$ cat src/core/pbp_pkg.sv
// Shared constants and types for the primary-side bridge port
package pbp_pkg;
    localparam int AD_W = 32;
    localparam int CBE_W = 4;
    localparam int IDX_W = 6;
    localparam logic [3:0] CMD_CFG_RD = 4'hA;
    localparam logic [3:0] CMD_CFG_WR = 4'hB;
    localparam logic [IDX_W-1:0] CFG_IDX_CMD = 6'h01;
    localparam logic [IDX_W-1:0] CFG_IDX_BCTL = 6'h0F;
    localparam int CMD_PERR_EN_BIT = 6;
    localparam int CMD_SERR_EN_BIT = 8;
    localparam int BCTL_SEC_RST_BIT = 5;
    localparam int BCTL_SERR_FWD_BIT = 6;
    localparam int STAT_DET_PAR_BIT = 15;
    localparam int STAT_SIG_SERR_BIT = 14;
    localparam int STAT_MABORT_BIT = 13;
    localparam logic [15:0] STAT_MASK = 16'hE000;
    localparam logic [15:0] CMD_RST = 16'h0000;
    localparam logic [15:0] BCTL_RST = 16'h0000;
    localparam logic [15:0] STAT_RST = 16'h0000;
    localparam int ABORT_WAIT_CYC = 5;
    typedef enum logic [2:0] {
        ST_IDLE = 3'b000,
        ST_T_CLAIM = 3'b001,
        ST_T_DATA = 3'b010,
        ST_T_TURN = 3'b011,
        ST_I_ADDR = 3'b100,
        ST_I_DATA = 3'b101,
        ST_I_TURN = 3'b110
    } port_state_t;
endpackage

$ cat src/core/bus_parity.sv
// Even parity generator and one-clock-late checker for the address/data bus
module bus_parity
    import pbp_pkg::*;
(
    input wire logic core_clk,
    input wire logic sys_rst,
    input wire logic [AD_W-1:0] ad_i,
    input wire logic [CBE_W-1:0] cbe_i,
    input wire logic ad_oe_n,
    input wire logic check,
    input wire logic par_i,
    output logic par_o,
    output logic par_oe_n,
    output logic mismatch
);
    logic par_ff;
    logic oe_n_ff;
    logic chk_ff;

    always_ff @(posedge core_clk) begin
        if (sys_rst) begin
            par_ff <= 1'b0;
            oe_n_ff <= 1'b1;
            chk_ff <= 1'b0;
        end else begin
            par_ff <= ^{ad_i, cbe_i};
            oe_n_ff <= ad_oe_n;
            chk_ff <= check;
        end
    end

    assign par_o = par_ff;
    // Released immediately in reset so the pin never holds a stale drive
    assign par_oe_n = oe_n_ff | sys_rst;
    assign mismatch = chk_ff & (par_i != par_ff);
endmodule

$ cat src/core/primary_bus_bridge_port.sv
// Primary-side bus port of the bridge: target, initiator, parity, errors, reset
// Function
// - In reset every output floats, registers clear; default state after release. The code drives req_n_o high and loads hold_ff from the strap instead.
// - Secondary interface signals are driven low throughout primary reset.
// - All primary bus signals are sampled on the rising clock edge.
// - Address/data lines carry address in address phase, data in data phases.
// - Command/enable lines carry command, then byte enables; bit n covers lane n.
// - As target, claim a cycle by asserting device select.
// - As initiator, abort when no device select arrives before time-out.
// - Initiator asserts frame to start, deasserts it for the final data phase.
// - Request the bus by asserting the request output.
// - Answer configuration accesses only when the select input is high.
// - A data phase completes only when initiator and target ready both assert.
// - As initiator, use lock to gain exclusive access to the bus.
// - Compute even parity over address/data and command/enable lines.
// - Drive the parity bit one clock after the data it covers.
// - As target, compare computed parity with the initiator's parity bit.
// - Report parity errors only when command register bit 6 is set.
// - Pulse system error when enabled in the command register.
// - Bridge control bit 6 forwards downstream system errors to system error.
// - Targets may stop a transaction; the initiator honours it.
// - Hold strap high in reset asserts secondary reset and stops its clocks.
// - Secondary reset is primary reset OR the secondary-reset control bit OR the latched hold strap.
module primary_bus_bridge_port
(
    input wire logic core_clk,
    input wire logic sys_rst,
    input wire logic [pbp_pkg::AD_W-1:0] ad_i,
    output logic [pbp_pkg::AD_W-1:0] ad_o,
    output logic ad_oe_n,
    input wire logic [pbp_pkg::CBE_W-1:0] cbe_n_i,
    output logic [pbp_pkg::CBE_W-1:0] cbe_n_o,
    output logic cbe_n_oe_n,
    input wire logic par_i,
    output logic par_o,
    output logic par_oe_n,
    input wire logic frame_n_i,
    output logic frame_n_o,
    output logic frame_n_oe_n,
    input wire logic irdy_n_i,
    output logic irdy_n_o,
    output logic irdy_n_oe_n,
    input wire logic trdy_n_i,
    output logic trdy_n_o,
    output logic trdy_n_oe_n,
    input wire logic stop_n_i,
    output logic stop_n_o,
    output logic stop_n_oe_n,
    input wire logic devsel_n_i,
    output logic devsel_n_o,
    output logic devsel_n_oe_n,
    input wire logic lock_n_i,
    output logic lock_n_o,
    output logic lock_n_oe_n,
    input wire logic perr_n_i,
    output logic perr_n_o,
    output logic perr_n_oe_n,
    output logic serr_n_o,
    output logic serr_n_oe_n,
    input wire logic clkrun_n_i,
    output logic clkrun_n_o,
    output logic clkrun_n_oe_n,
    output logic req_n_o,
    input wire logic gnt_n_i,
    input wire logic idsel,
    input wire logic hold_strap,
    input wire logic sys_err_evt,
    input wire logic sec_serr_evt,
    output logic sec_drive_low,
    output logic sec_bus_rst,
    output logic sec_clk_stop,
    input wire logic init_req,
    input wire logic init_write,
    input wire logic init_lock,
    input wire logic [3:0] init_cmd,
    input wire logic [pbp_pkg::AD_W-1:0] init_addr,
    input wire logic [pbp_pkg::AD_W-1:0] init_wdata,
    input wire logic [pbp_pkg::CBE_W-1:0] init_be,
    output logic init_done,
    output logic init_abort,
    output logic init_retry,
    output logic [pbp_pkg::AD_W-1:0] init_rdata
);
    import pbp_pkg::*;
    port_state_t state_ff, nxt_state;
    logic [AD_W-1:0] ad_ff;
    logic [CBE_W-1:0] cbe_ff;
    logic [IDX_W-1:0] idx_ff;
    logic t_rd_ff, idle_q_ff;
    logic [2:0] cnt_ff;
    logic [15:0] cmd_ff, bctl_ff, stat_ff;
    logic [15:0] nxt_stat;
    logic hold_ff, lock_held_ff, clkrun_drv_ff;
    logic serr_ff, perr_ff, perr_rel_ff;
    logic done_ff, abort_ff, retry_ff;
    logic [AD_W-1:0] rdata_ff;

    // Sampled bus conditions, all taken at the rising edge
    wire frame = ~frame_n_i;
    wire irdy = ~irdy_n_i;
    wire trdy = ~trdy_n_i;
    wire stop = ~stop_n_i;
    wire devsel = ~devsel_n_i;
    wire [3:0] be = ~cbe_n_i;
    wire bus_idle = frame_n_i & irdy_n_i;
    wire addr_phase = frame & idle_q_ff;
    wire cfg_cmd = (cbe_n_i == CMD_CFG_RD) | (cbe_n_i == CMD_CFG_WR);
    wire t_hit = addr_phase & idsel & cfg_cmd & (ad_i[1:0] == 2'b00);
    wire st_idle = state_ff == ST_IDLE;
    wire st_tc = state_ff == ST_T_CLAIM;
    wire st_td = state_ff == ST_T_DATA;
    wire st_tt = state_ff == ST_T_TURN;
    wire st_ia = state_ff == ST_I_ADDR;
    wire st_id = state_ff == ST_I_DATA;
    wire st_it = state_ff == ST_I_TURN;
    wire t_xfer = st_td & irdy;
    wire i_xfer = st_id & trdy;
    wire i_stop = st_id & stop & ~trdy;
    wire i_abort = st_id & ~devsel & (cnt_ff == 3'(ABORT_WAIT_CYC - 1));
    wire i_end = i_xfer | i_stop | i_abort;
    wire i_go = st_idle & ~t_hit & init_req & ~gnt_n_i & bus_idle;
    wire wr_hit = t_xfer & ~t_rd_ff;
    wire idx_cmd = idx_ff == CFG_IDX_CMD;
    wire idx_bctl = idx_ff == CFG_IDX_BCTL;
    wire [AD_W-1:0] cfg_rdata = idx_cmd ? {stat_ff, cmd_ff} :
                                idx_bctl ? {bctl_ff, 16'h0000} : 32'h0000_0000;
    wire par_err;
    wire par_check = wr_hit | (i_xfer & ~init_write);
    wire [15:0] w1c = (wr_hit & idx_cmd) ?
        {ad_i[31:24] & {8{be[3]}}, ad_i[23:16] & {8{be[2]}}} : 16'h0000;
    wire [15:0] stat_set = {par_err, serr_ff, i_abort, 13'h0000} & STAT_MASK;
    wire serr_fire = (cmd_ff[CMD_SERR_EN_BIT] & sys_err_evt) |
                     (bctl_ff[BCTL_SERR_FWD_BIT] & sec_serr_evt);
    wire busy = ~st_idle | init_req;

    always_comb begin
        nxt_state = state_ff;
        unique case (state_ff)
            ST_IDLE: begin
                if (t_hit) begin
                    nxt_state = ST_T_CLAIM;
                end else if (i_go) begin
                    nxt_state = ST_I_ADDR;
                end
            end
            ST_T_CLAIM: nxt_state = ST_T_DATA;
            ST_T_DATA: begin
                if (irdy) begin
                    nxt_state = ST_T_TURN;
                end
            end
            ST_T_TURN: nxt_state = ST_IDLE;
            ST_I_ADDR: nxt_state = ST_I_DATA;
            ST_I_DATA: begin
                if (i_end) begin
                    nxt_state = ST_I_TURN;
                end
            end
            ST_I_TURN: nxt_state = ST_IDLE;
            default: nxt_state = ST_IDLE;
        endcase
    end

    // Stickies: a hardware set in the clearing cycle survives
    assign nxt_stat = (stat_ff & ~w1c) | stat_set;

    always_ff @(posedge core_clk) begin
        if (sys_rst) begin
            state_ff <= ST_IDLE;
            idle_q_ff <= 1'b1;
            cnt_ff <= 3'd0;
            idx_ff <= '0;
            t_rd_ff <= 1'b0;
        end else begin
            state_ff <= nxt_state;
            idle_q_ff <= bus_idle;
            cnt_ff <= st_id ? cnt_ff + 3'd1 : 3'd0;
            if (t_hit) begin
                idx_ff <= ad_i[7:2];
                t_rd_ff <= cbe_n_i == CMD_CFG_RD;
            end
        end
    end

    always_ff @(posedge core_clk) begin
        if (sys_rst) begin
            cmd_ff <= CMD_RST;
            bctl_ff <= BCTL_RST;
            stat_ff <= STAT_RST;
        end else begin
            stat_ff <= nxt_stat;
            if (wr_hit & idx_cmd & be[0]) begin
                cmd_ff[7:0] <= ad_i[7:0];
            end
            if (wr_hit & idx_cmd & be[1]) begin
                cmd_ff[15:8] <= ad_i[15:8];
            end
            if (wr_hit & idx_bctl & be[2]) begin
                bctl_ff[7:0] <= ad_i[23:16];
            end
            if (wr_hit & idx_bctl & be[3]) begin
                bctl_ff[15:8] <= ad_i[31:24];
            end
        end
    end

    // Drive data: address first, then write data or read-back
    always_ff @(posedge core_clk) begin
        if (sys_rst) begin
            ad_ff <= '0;
            cbe_ff <= '1;
        end else if (nxt_state == ST_I_ADDR) begin
            ad_ff <= init_addr;
            cbe_ff <= init_cmd;
        end else if (nxt_state == ST_I_DATA) begin
            ad_ff <= init_wdata;
            cbe_ff <= ~init_be;
        end else if (st_tc) begin
            ad_ff <= cfg_rdata;
        end
    end

    always_ff @(posedge core_clk) begin
        if (sys_rst) begin
            done_ff <= 1'b0;
            abort_ff <= 1'b0;
            retry_ff <= 1'b0;
            rdata_ff <= '0;
            lock_held_ff <= 1'b0;
            serr_ff <= 1'b0;
            perr_ff <= 1'b0;
            perr_rel_ff <= 1'b0;
            clkrun_drv_ff <= 1'b0;
        end else begin
            done_ff <= i_end;
            abort_ff <= i_abort;
            retry_ff <= i_stop;
            if (i_xfer & ~init_write) begin
                rdata_ff <= ad_i;
            end
            if (~init_lock) begin
                lock_held_ff <= 1'b0;
            end else if (i_xfer) begin
                lock_held_ff <= 1'b1;
            end
            serr_ff <= serr_fire;
            perr_ff <= par_err & cmd_ff[CMD_PERR_EN_BIT];
            perr_rel_ff <= perr_ff;
            clkrun_drv_ff <= busy & (clkrun_n_i | clkrun_drv_ff);
        end
    end

    // Strap is caught while reset is held and kept after release
    always_ff @(posedge core_clk) begin
        if (sys_rst) begin
            hold_ff <= hold_strap;
        end
    end

    bus_parity u_parity (
        .core_clk(core_clk),
        .sys_rst(sys_rst),
        .ad_i(ad_i),
        .cbe_i(cbe_n_i),
        .ad_oe_n(ad_oe_n),
        .check(par_check),
        .par_i(par_i),
        .par_o(par_o),
        .par_oe_n(par_oe_n),
        .mismatch(par_err)
    );

    assign ad_o = ad_ff;
    assign cbe_n_o = cbe_ff;
    assign ad_oe_n = sys_rst | ~(st_ia | (st_id & init_write) | (st_td & t_rd_ff));
    assign cbe_n_oe_n = sys_rst | ~(st_ia | st_id);
    assign frame_n_o = ~st_ia;
    assign frame_n_oe_n = sys_rst | ~(st_ia | st_id);
    assign irdy_n_o = ~st_id;
    assign irdy_n_oe_n = sys_rst | ~(st_id | st_it);
    assign devsel_n_o = ~(st_tc | st_td);
    assign devsel_n_oe_n = sys_rst | ~(st_tc | st_td | st_tt);
    // Single-phase target: ready and disconnect together stop any burst
    assign trdy_n_o = ~st_td;
    assign trdy_n_oe_n = sys_rst | ~(st_tc | st_td | st_tt);
    assign stop_n_o = ~st_td;
    assign stop_n_oe_n = sys_rst | ~(st_tc | st_td | st_tt);
    assign lock_n_o = 1'b0;
    assign lock_n_oe_n = sys_rst | ~(lock_held_ff | (init_lock & st_id));
    assign perr_n_o = ~perr_ff;
    assign perr_n_oe_n = sys_rst | ~(perr_ff | perr_rel_ff);
    assign serr_n_o = 1'b0;
    assign serr_n_oe_n = sys_rst | ~serr_ff;
    // Drive holds itself while busy, so our own pull-down seen on the pin cannot release it
    assign clkrun_n_o = 1'b0;
    assign clkrun_n_oe_n = sys_rst | ~clkrun_drv_ff;
    assign req_n_o = sys_rst | ~(st_idle & init_req);
    assign sec_drive_low = sys_rst;
    assign sec_bus_rst = sys_rst | bctl_ff[BCTL_SEC_RST_BIT] | hold_ff;
    assign sec_clk_stop = hold_ff;
    assign init_done = done_ff;
    assign init_abort = abort_ff;
    assign init_retry = retry_ff;
    assign init_rdata = rdata_ff;
endmodule

$ cat config.mk
export PLATFORM = sky130hd
export DESIGN_NAME = primary_bus_bridge_port
export DESIGN_NICKNAME = d
export VERILOG_FILES = /design/src/core/pbp_pkg.sv /design/src/core/bus_parity.sv /design/src/core/primary_bus_bridge_port.sv
export SDC_FILE = /design/constraint.sdc
export NUM_CORES = 1
export LEC_CHECK = 0
export BUFFER_PORTS_ARGS = -buffer_cell sky130_fd_sc_hd__buf_4
export CAP_MARGIN = 15
export CORE_MARGIN = 1.5
export CORE_UTILIZATION = 35
export DETAILED_ROUTE_END_ITERATION = 10
export SETUP_SLACK_MARGIN = 0.4
export SLEW_MARGIN = 10
export SYNTH_ARGS = -nofsm -noshare
export SYNTH_HDL_FRONTEND = slang
export SYNTH_SLANG_ARGS = --single-unit
$ cat constraint.sdc
create_clock -name core_clk -period 4.4 [get_ports core_clk]
set_clock_uncertainty 0.15 [all_clocks]
set_input_delay 0 -clock core_clk [delete_from_list [all_inputs] [get_ports core_clk]]
set_output_delay 0 -clock core_clk [all_outputs]
set_load 0.1 [all_outputs]
After elaboration in Yosys (flattened, before gate mapping)
Index checks and enable logic that the tools add are counted.

Add/subtract/negate cells: 1. Equality and inequality tests: 14. Multiplexer cells: 13. Bitwise logic cells: 90. Reductions and logical operators: 7.

Operators by type and width (count): $mux W32 (5); $reduce_xor A36 Y1 (1); $and A1 B1 Y1 (32); $or A1 B1 Y1 (27); $not A1 Y1 (24); $eq A3 B3 Y1 const B (6); $and A16 B16 Y16 (1); $and A8 B8 Y8 (2); $mux W16 (1); $not A16 Y16 (1); $or A16 B16 Y16 (1); $pmux W3 S5 (1); $mux W3 (4); $eq A4 B4 Y1 const B (2); $mux W4 (2); $not A4 Y4 (2); $eq A3 B2 Y1 const B (2); $eq A6 B1 Y1 const B (1); $eq A6 B4 Y1 const B (1); $reduce_or A2 Y1 (2); $add A3 B1 Y3 const B (1); $eq A3 B1 Y1 const B (1); $logic_not A3 Y1 (1); $reduce_bool A3 Y1 (1); 3 further kinds (3).

Bits in registers: 142. Output and inout port bits: 97. Input bits: 127. Logic and storage cells: 150.

Depth between registers and ports, before layout
Gate-level depths: netlist of the first run.

Word-level depth: 16. Depth in mapped cells: 11. Mapped depth without buffers: 8.

By module
From an unflattened synthesis of the first run, not the netlist that was laid out.

Cells, all modules: 692. Area total of the unflattened synthesis: 6287.3 µm².

By module, submodules not included: primary_bus_bridge_port (cells each 649, sequential area each 2792.7 µm², area each 5860.6 µm², times used 1); bus_parity (cells each 43, sequential area each 60.1 µm², area each 426.7 µm², times used 1).

Worst setup path before layout of the first run
OpenSTA, ideal clock, no wires.

Path type: register to output. From: reg state_ff[1]. To: out lock_n_oe_n. Arrival: 2.765 ns. Path slack: 1.485 ns. Stages on the path, launching flop included: 4. Cells stage by stage: dfxtp_1 > nor2b_1 > and3_1 > o21ai_0.

Longest elaborated chain between the ends: 5.

RTL lines: from (decl) (RTL line primary_bus_bridge_port.sv:85) `port_state_t state_ff, nxt_state;`; from (signal assigned) (RTL line primary_bus_bridge_port.sv:175) `state_ff <= nxt_state;`; $eq A3 B3 Y1 (RTL line primary_bus_bridge_port.sv:114) `wire st_id = state_ff == ST_I_DATA;`; $and A1 B1 Y1 (RTL line primary_bus_bridge_port.sv:289) `assign lock_n_oe_n = sys_rst | ~(lock_held_ff | (init_lock & st_id));`; $or A1 B1 Y1 (RTL line primary_bus_bridge_port.sv:289); $not A1 Y1 (RTL line primary_bus_bridge_port.sv:289); $or A1 B1 Y1 (RTL line primary_bus_bridge_port.sv:289); to (decl) (RTL line primary_bus_bridge_port.sv:54) `output logic lock_n_oe_n,`.

Every way passes these cells.

Final worst setup path of the first run
From: in cbe_n_i[2] (netlist name). To: reg ad_ff[1] (netlist: ad_o[1]).

Longest elaborated chain between the ends: 15. Elaborated cells between the ends (all ways): 18.

RTL lines: from (decl) (RTL line primary_bus_bridge_port.sv:31) `input wire logic [pbp_pkg::CBE_W-1:0] cbe_n_i,`; $eq A4 B4 Y1 (RTL line primary_bus_bridge_port.sv:107) `wire cfg_cmd = (cbe_n_i == CMD_CFG_RD) | (cbe_n_i == CMD_CFG_WR);`; $or A1 B1 Y1 * (RTL line primary_bus_bridge_port.sv:107); $and A1 B1 Y1 * (2 in series) (RTL line primary_bus_bridge_port.sv:108) `wire t_hit = addr_phase & idsel & cfg_cmd & (ad_i[1:0] == 2'b00);`; $not A1 Y1 (RTL line primary_bus_bridge_port.sv:121) `wire i_go = st_idle & ~t_hit & init_req & ~gnt_n_i & bus_idle;`; $and A1 B1 Y1 (4 in series) (RTL line primary_bus_bridge_port.sv:121); $mux W3 (RTL line primary_bus_bridge_port.sv:142) `end else if (i_go) begin`; $mux W3 * (RTL line primary_bus_bridge_port.sv:140) `if (t_hit) begin`; $pmux W3 S5 * (RTL line primary_bus_bridge_port.sv:138) `unique case (state_ff)`; $eq A3 B3 Y1 (RTL line primary_bus_bridge_port.sv:215) `end else if (nxt_state == ST_I_DATA) begin`; $mux W32 (RTL line primary_bus_bridge_port.sv:215); $mux W32 (RTL line primary_bus_bridge_port.sv:212) `end else if (nxt_state == ST_I_ADDR) begin`; to (signal assigned) (RTL line primary_bus_bridge_port.sv:213) `ad_ff <= init_addr;`; to (signal assigned) (RTL line primary_bus_bridge_port.sv:216) `ad_ff <= init_wdata;`; to (signal assigned) (RTL line primary_bus_bridge_port.sv:219) `ad_ff <= cfg_rdata;`; to (decl) (RTL line primary_bus_bridge_port.sv:86) `logic [AD_W-1:0] ad_ff;`.

Every way passes the cells marked *; elsewhere a longest branch is shown, timed or not. A chain may end at the register's enable or synchronous reset.

==> key figures, run 1 <==
Clocking
  – CTS buffer count: 17
  – Setup Fix Bufs, Post-CTS: 0
  – Post-cts resize count: 0
  – Clk root buf: clkbuf_16
  – Worst-Skew Late Latency: around 0.42 ns
  – Htree depth: 4
  – CTS Sinks: 142
  – Clock transition at path regs: about 0.06 ns
  – Hold Buf Count CTS: 145
  – Worst-case clock buffer depth: 2
  – TritonCTS clock tree: built

Logic synthesis
  – Largest area contributor in the netlist: dfxtp_1
  – Seq/Total Area, Yosys: 43.3%
  – Synth Cell Area: between 6000 and 7000 um2
  – Syn Area/Cell: 8.69 um2
  – #FFs+latches synth: 142
  – Cells after Synth: 759
  – Async S/R FF share, synth: 0%
  – Top cells by count, synth: 141 x dfxtp_1, 96 x nand2_1, 89 x nor2_1
  – Yosys warnings: 0
  – Synth area leaders: dfxtp_1 43%, a21oi_1 6.4%, mux2i_1 5.8%
  – Number of library cell types mapped by synthesis: 58
  – Top FF cell, synth: dfxtp_1
  – Most instantiated library cell after synthesis: dfxtp_1
  – Area share of the leading cell type in the synthesized netlist: a little over two fifths
  – Post-synth EDFFs: 1

Die
  – Die Y: 140 um
  – I/O pin count: 224
  – Die W: about 140 um
  – Die area: 19700 um2
  – Area of the core: approximately 19000 um2
  – Num rows: 50
  – Initial core utilization: approximately 35%

Route
  – Number of detailed-route iterations in the first pass: 5
  – ANT nets after route: 0
  – Vias per cell: 4.98
  – DRT iter0 DRCs: 460
  – Routed wire length: 22300 um
  – Post-route DRC: 0
  – Vias: 6652
  – Routed WL per cell: 16.7 um

Final layout
  – ANT cells: 0
  – Share of cells above drive strength 1: between 20% and 30%
  – Total Nets Final: 1223
  – Filler Cell Count: 1672
  – Fin util: 55.6%
  – Area growth from synthesis to layout: 56.6%

Setup path
  – Worst R2R Setup Slack: about 1.1 ns
  – Critical path depth: 11
  – CP peak stage delay: 0.61 ns
  – R2R Path Start: cnt_ff[0]
  – Arr. time, crit path: 3.46 ns
  – CP Launch Type: input pin
  – CP dominant cell by count: dlygate4sd3_1
  – Worst setup EP type: flip-flop
  – Setup CP Type: in2reg
  – Critical path, cell by cell: dlygate4sd3_1 -> buf_4 -> inv_1 -> ha_1 -> nand4_1 -> nor3_4 -> a221oi_4 -> nor2_4 -> a211oi_1 -> o41ai_1 -> dlygate4sd3_1
  – Reg2Reg Depth: 9
  – Crit path max fanout: 18
  – CP Buf/Inv Count: 4
  – Slowest stage cell, crit path: dlygate4sd3_1
  – Required time worst endpoint: ~4.6 ns
  – Reg-to-Reg End: ad_o[24]
  – CP top delay family: buffers and inverters

Min path
  – Hold_sp: hold_strap
  – Worst hold stages: 2
  – Hold crit path type: in2reg
  – Hold Path End: sec_clk_stop

Timing
  – Fin. max-slew vios: 0
  – RSZ-0062 raised after global routing: no
  – Final setup vio count: 0
  – Slew @ Worst Pin: 1.00 ns
  – Crit share post-route: around three quarters
  – Fmax: between 300 and 400 MHz
  – Setup TNS Final: 0 ns
  – Slew Limit Headroom: about a third
  – Period minus WS final: 3.25 ns
  – Hold Vio Cnt, Final: 0

Power and ir drop
  – PwrDens: around 340 nW/um2
  – Seq pwr share: a little under two fifths
  – Psw: 1020 uW
  – Internal Power: 2460 uW
  – Sw Ratio: 29.4%
  – Combinational share of power: 20.4%
  – VDD IR max: 0.000267 V
  – Leakage Power: 0.00412 uW
  – Clock Power Share: 41.4%

Global route
  – Antenna violations before repair: 0
  – First-pass GRT wire length: 34900 um
  – Pin count of the biggest net entering global routing: slightly below 100
  – All-Layer GR Usage: 22.6%
  – Vias in the first global route: between 6000 and 7000
  – Grt ovf: 0

Status
  – Outcome: complete, no violations

Placement
  – Port bufs: 218
  – Placer Congestion: between 0.8 and 0.9
  – HPWL Detailed: 14800 um

Job
  – # Max-Cap Violations: 0
-- registers in the layout, indices dropped and copies added (netlist names), 3 cells and up --
name / count
bctl_ff: 16
init_rdata: 32
cmd_ff: 16
ad_o: 32
cnt_ff: 3
idx_ff: 6
state_ff: 3
stat_ff: 16
cbe_n_o: 4
-- power by group through the flow --
stage / Clock [uW] / Combinational, uW / Sequential (uW)
after detailed placement: 0 / 619 / 1360
after floorplan: 0 / 270 / 1510
after CTS: 1460 / 708 / 1330
after global routing: 1530 / 749 / 1330
after global placement: 0 / 619 / 1360
final: 1440 / 709 / 1330
-- cell usage in the layout, fill, tap and decap left out, types with 6 or more instances in the layout --
| cell | count |
|---|---|
| o211ai_1 | 16 |
| nor2_1 | 89 |
| mux2i_1 | 38 |
| dlygate4sd3_1 | 145 |
| inv_1 | 10 |
| o41ai_1 | 14 |
| a211oi_1 | 33 |
| nand3_1 | 6 |
| xnor2_1 | 27 |
| clkbuf_16 | 17 |
| a21oi_1 | 84 |
| nand3b_1 | 16 |
| nand2_1 | 96 |
| buf_4 | 230 |
| a22oi_1 | 17 |
| ha_1 | 6 |
| o21ai_0 | 22 |
| nand2b_1 | 13 |
| dfxtp_1 | 141 |
| xor2_1 | 6 |
| nor3b_1 | 6 |
-- cell type report --
cell class | instances | area (um2) | area share (%)
clock inverters | 11 | 133 | 1.28
well taps | 234 | 293 | 2.83
multi-input cells | 542 | 3380 | 32.7
flip-flops and latches | 142 | 2850 | 27.6
clock buffers | 21 | 450 | 4.36
repair buffers | 375 | 3180 | 30.8
inverters | 12 | 45.0 | 0.436
-- logic make-up (layout without fill, tap and decap cells) --
| logic type | count (synthesis) | after routing | share of synthesized area, % |
|---|---|---|---|
| adders and majority gates | 6 | 6 | 1.14 |
| and+or+nand+nor | 257 | 257 | 19.0 |
| DFF | 142 | 142 | 43.3 |
| AOI/OAI and AO/OA | 204 | 204 | 20.1 |
| buffers and inverters | 77 | 419 | 5.88 |
| xor gates and xnor gates | 34 | 34 | 4.72 |
| other | 1 | 3 | 0.0569 |
| muxes | 38 | 38 | 5.77 |
-- worst max path at each step --
stage / start / end / slack, ns
final: cbe_n_i[2] / ad_o[1] / 1.15
after global routing: state_ff[1] / ad_o[1] / 0.84
after CTS: state_ff[1] / ad_o[5] / 1.15
after detailed placement: state_ff[1] / ad_o[5] / 1.70
after global placement: cnt_ff[0] / ad_o[5] / 1.73
after floorplan: state_ff[1] / lock_n_oe_n / 1.49
-- routing by layer --
metal	wire [um]	share of wire [%]	track usage [%]	vias up
li1	-	-	-	3319
met1	10800	48	31.7	3095
met2	9860	44	34.2	209
met3	1160	5.2	4.79	29
met4	490	2.2	8.09	0
met5	0	0	0	-
-- through the flow --
stage                     hold WS, ns  setup WS (ns)  power [uW]  area (um2)  instances
after floorplan               -0.0739           1.49        1780        6600        761
after global placement         0.0293           1.73        1980        8300       1160
after detailed placement       0.0306           1.70        1980        8300       1160
after CTS                       0.130           1.15        3500       10300       1337
after global routing            0.146          0.843        3610       10300       1337
final                           0.164           1.15        3480       10300       1337
(Power assumes the default switching activity.)
==> run 2, diff against run 1 <==
==> constraint.sdc (replaced) <==
create_clock -name core_clk -period 3.3 [get_ports core_clk]
set_clock_uncertainty 0.15 [all_clocks]
set_input_delay 0 -clock core_clk [delete_from_list [all_inputs] [get_ports core_clk]]
set_output_delay 0 -clock core_clk [all_outputs]
set_load 0.1 [all_outputs]
==> run 2 against run 1 <==
  * Sequential power increased by 33%
  * Via count up 0.59%
  * Clock power rose by 31%
  * Core utilization is 0.53 points lower
  * Combinational power increased by 35%
  * Sequential share of layout area increased by 0.29 points
  * Design area is 0.94% lower
  * Total power is 33% higher
  * Worst setup slack worse by 0.56 ns
  * Sequential cell count is the same
  * Register-to-register slack worse by 0.56 ns
  * Global-route usage about the same
  * Critical path type is now reg2reg
  * Critical endpoint is now stat_ff[11]
==> key figures, run 2 (same netlist as run 1, synthesis figures left out) <==
Final layout
  – ANT cells: 0 (unchanged)
  – Total Nets Final: 1213 (-0.82%)
  – Fin util: 55.1% (-0.53 points)
  – Share of cells above drive strength 1: 26.3% (+0.96 points)
  – Most common cell after layout, fill and taps aside: buf_4
  – Area growth from synthesis to layout: 55.2%
  – Most frequent cells in the layout: 232 x buf_4, 139 x dfxtp_1, 132 x dlygate4sd3_1, 96 x nand2_1, 89 x nor2_1

Die
  – Die Y: 140 um (unchanged)
  – Die W: 140 um (unchanged)
  – Die area: 19700 um2 (unchanged)
  – I/O pin count: 224 (unchanged)
  – Initial core utilization: 35.5% (unchanged)
  – Num rows: 50 (unchanged)
  – Area of the core: 18600 um2 (unchanged)

Status
  – Outcome: complete, no violations

Power and ir drop
  – Leakage Power: 0.00401 uW (-2.7%)
  – PwrDens: 452 nW/um2 (+34%)
  – VDD IR max: 0.000352 V (+32%)

Setup path
  – Required time worst endpoint: 3.46 ns (-1.14 ns)
  – Worst R2R Setup Slack: 0.59 ns (-0.56 ns)
  – CP dominant cell by count: buf_4
  – CP peak stage delay: 0.56 ns (-0.05 ns)
  – CP Buf/Inv Count: 3 (-1)
  – Setup CP Type: reg2reg
  – Reg2Reg Depth: 7 (-2)
  – Critical path, cell by cell: or3b_1 -> nor4_4 -> buf_4 -> nor3b_2 -> buf_4 -> a21oi_1 -> dlygate4sd3_1
  – Critical path depth: 7 (-4)
  – Slowest stage cell, crit path: dlygate4sd3_1
  – Reg-to-Reg End: stat_ff[11]
  – CP top delay family: buffers and inverters
  – Arr. time, crit path: 2.87 ns (-0.59 ns)
  – R2R Path Start: idx_ff[4]
  – Crit path max fanout: 36 (+18)
  – CP Launch Type: flip-flop
  – Worst setup EP type: flip-flop

Clocking
  – Clk root buf: clkbuf_16
  – CTS Sinks: 142 (unchanged)
  – Clock transition at path regs: 0.06 ns (about the same)
  – Worst-Skew Late Latency: 0.43 ns (about the same)
  – TritonCTS clock tree: built
  – CTS buffer count: 17 (unchanged)
  – Htree depth: 4 (unchanged)
  – Worst-case clock buffer depth: 2 (unchanged)

Route
  – DRT iter0 DRCs: 503 (+9.3%)
  – Routed wire length: 22700 um (+1.4%)
  – ANT nets after route: 0 (unchanged)
  – Post-route DRC: 0 (unchanged)
  – Vias per cell: 5.04 (+1.3%)
  – Number of detailed-route iterations in the first pass: 5 (unchanged)
  – Routed WL per cell: 17.1 um (+2.2%)
  – Vias: 6691 (+0.59%)

Timing
  – Slew Limit Headroom: 47.4% (+14 points)
  – RSZ-0062 raised after global routing: no
  – Crit share post-route: approximately 80%
  – Hold Vio Cnt, Final: 0 (unchanged)
  – Hold_ws: 0.178 ns (+0.0135 ns)
  – Final setup vio count: 0 (unchanged)
  – Slew @ Worst Pin: 0.784 ns (-0.219 ns)
  – Period minus WS final: 2.71 ns
  – Fmax: 369 MHz
  – Setup TNS Final: 0 ns (unchanged)
  – Fin. max-slew vios: 0 (unchanged)

Global route
  – Pin count of the biggest net entering global routing: 100 (+1.0%)
  – Grt ovf: 0 (unchanged)
  – Met1 Track Usage GR: 31.5% (-0.24 points)
  – Vias in the first global route: 6362 (-1.4%)
  – Antenna violations before repair: 0 (unchanged)
  – First-pass GRT wire length: 34600 um (-0.73%)
  – GRT Max-Usage Layer: met2
  – All-Layer GR Usage: 22.6% (-0.023 points)
  – Met2 Use GR: 35.0% (+0.81 points)
  – M3 GR Usage: 5.30% (+0.51 points)

Min path
  – Hold_sp: hold_strap
  – Hold Path End: sec_clk_stop
  – Worst hold stages: 2 (unchanged)
  – Hold crit path type: in2reg

Job
  – # Max-Cap Violations: 0 (unchanged)

Placement
  – HPWL Detailed: 14900 um (+1.1%)
  – Port bufs: 218 (unchanged)
  – Placer Congestion: 0.805 (-0.12%)
run 2: cell types whose count changed in the layout (fill, tap and decap cells not counted), sizes merged:
| cell | change |
|---|---|
| bufinv | -1 |
| inv | -2 |
| buf | +3 |
| dlygate4sd3 | -13 |
| clkinv | +1 |
| clkbuf | +2 |
run 2: worst max-delay path by stage:
| stage | from | end | slack (ns) |
|---|---|---|---|
| 6_report | idx_ff[4] | stat_ff[11] | 0.59 |
| 5_1_grt | cnt_ff[0] | cbe_n_o[3] | 0.46 |
| 4_1_cts | cnt_ff[0] | cbe_n_o[2] | 0.43 |
| 3_5_place_dp | cnt_ff[0] | ad_o[13] | 0.69 |
| 3_3_place_gp | cnt_ff[0] | ad_o[13] | 0.71 |
| 2_1_floorplan | perr_ff | perr_n_oe_n | 0.74 |
run 2: where the power goes:
group,internal [uW],total [uW],leakage (uW),switching (uW)
Sequential,1750,1770,0.00115,23.5
Clock,1120,1890,0.000276,773
Combinational,384,959,0.00258,575
run 2: cell type report:
cell class                      instances  area (um2)
Fill cell                            1646        8350
Multi-Input combinational cell        542        3390
Timing Repair Buffer                  365        3080
Sequential cell                       142        2860
Clock buffer                           23         488
Tap cell                              234         293
Clock inverter                          9        82.6
Inverter                               12        45.0
run 2: metal layers:
metal	wire length, um	vias up
met1	10700	3125
met2	10100	252
met3	1500	19
li1	-	3295
met4	293	0
met5	0	-
run 2: stage by stage:
step | std cells | worst slack (ns) | power, uW | area (um2)
after floorplan | 761 | 0.744 | 2380 | 6600
after global placement | 1163 | 0.714 | 2640 | 8330
after detailed placement | 1163 | 0.687 | 2640 | 8330
after CTS | 1327 | 0.433 | 4630 | 10200
after global routing | 1327 | 0.459 | 4760 | 10200
final | 1327 | 0.590 | 4620 | 10200
run 2: timing repair:
action                                  4_1_cts  5_1_grt
hold buffers                                132        0
buffers inserted                              0        0
resized for setup                             0        5
endpoints found under the hold margin       137        0
endpoints found under the setup margin        0        3
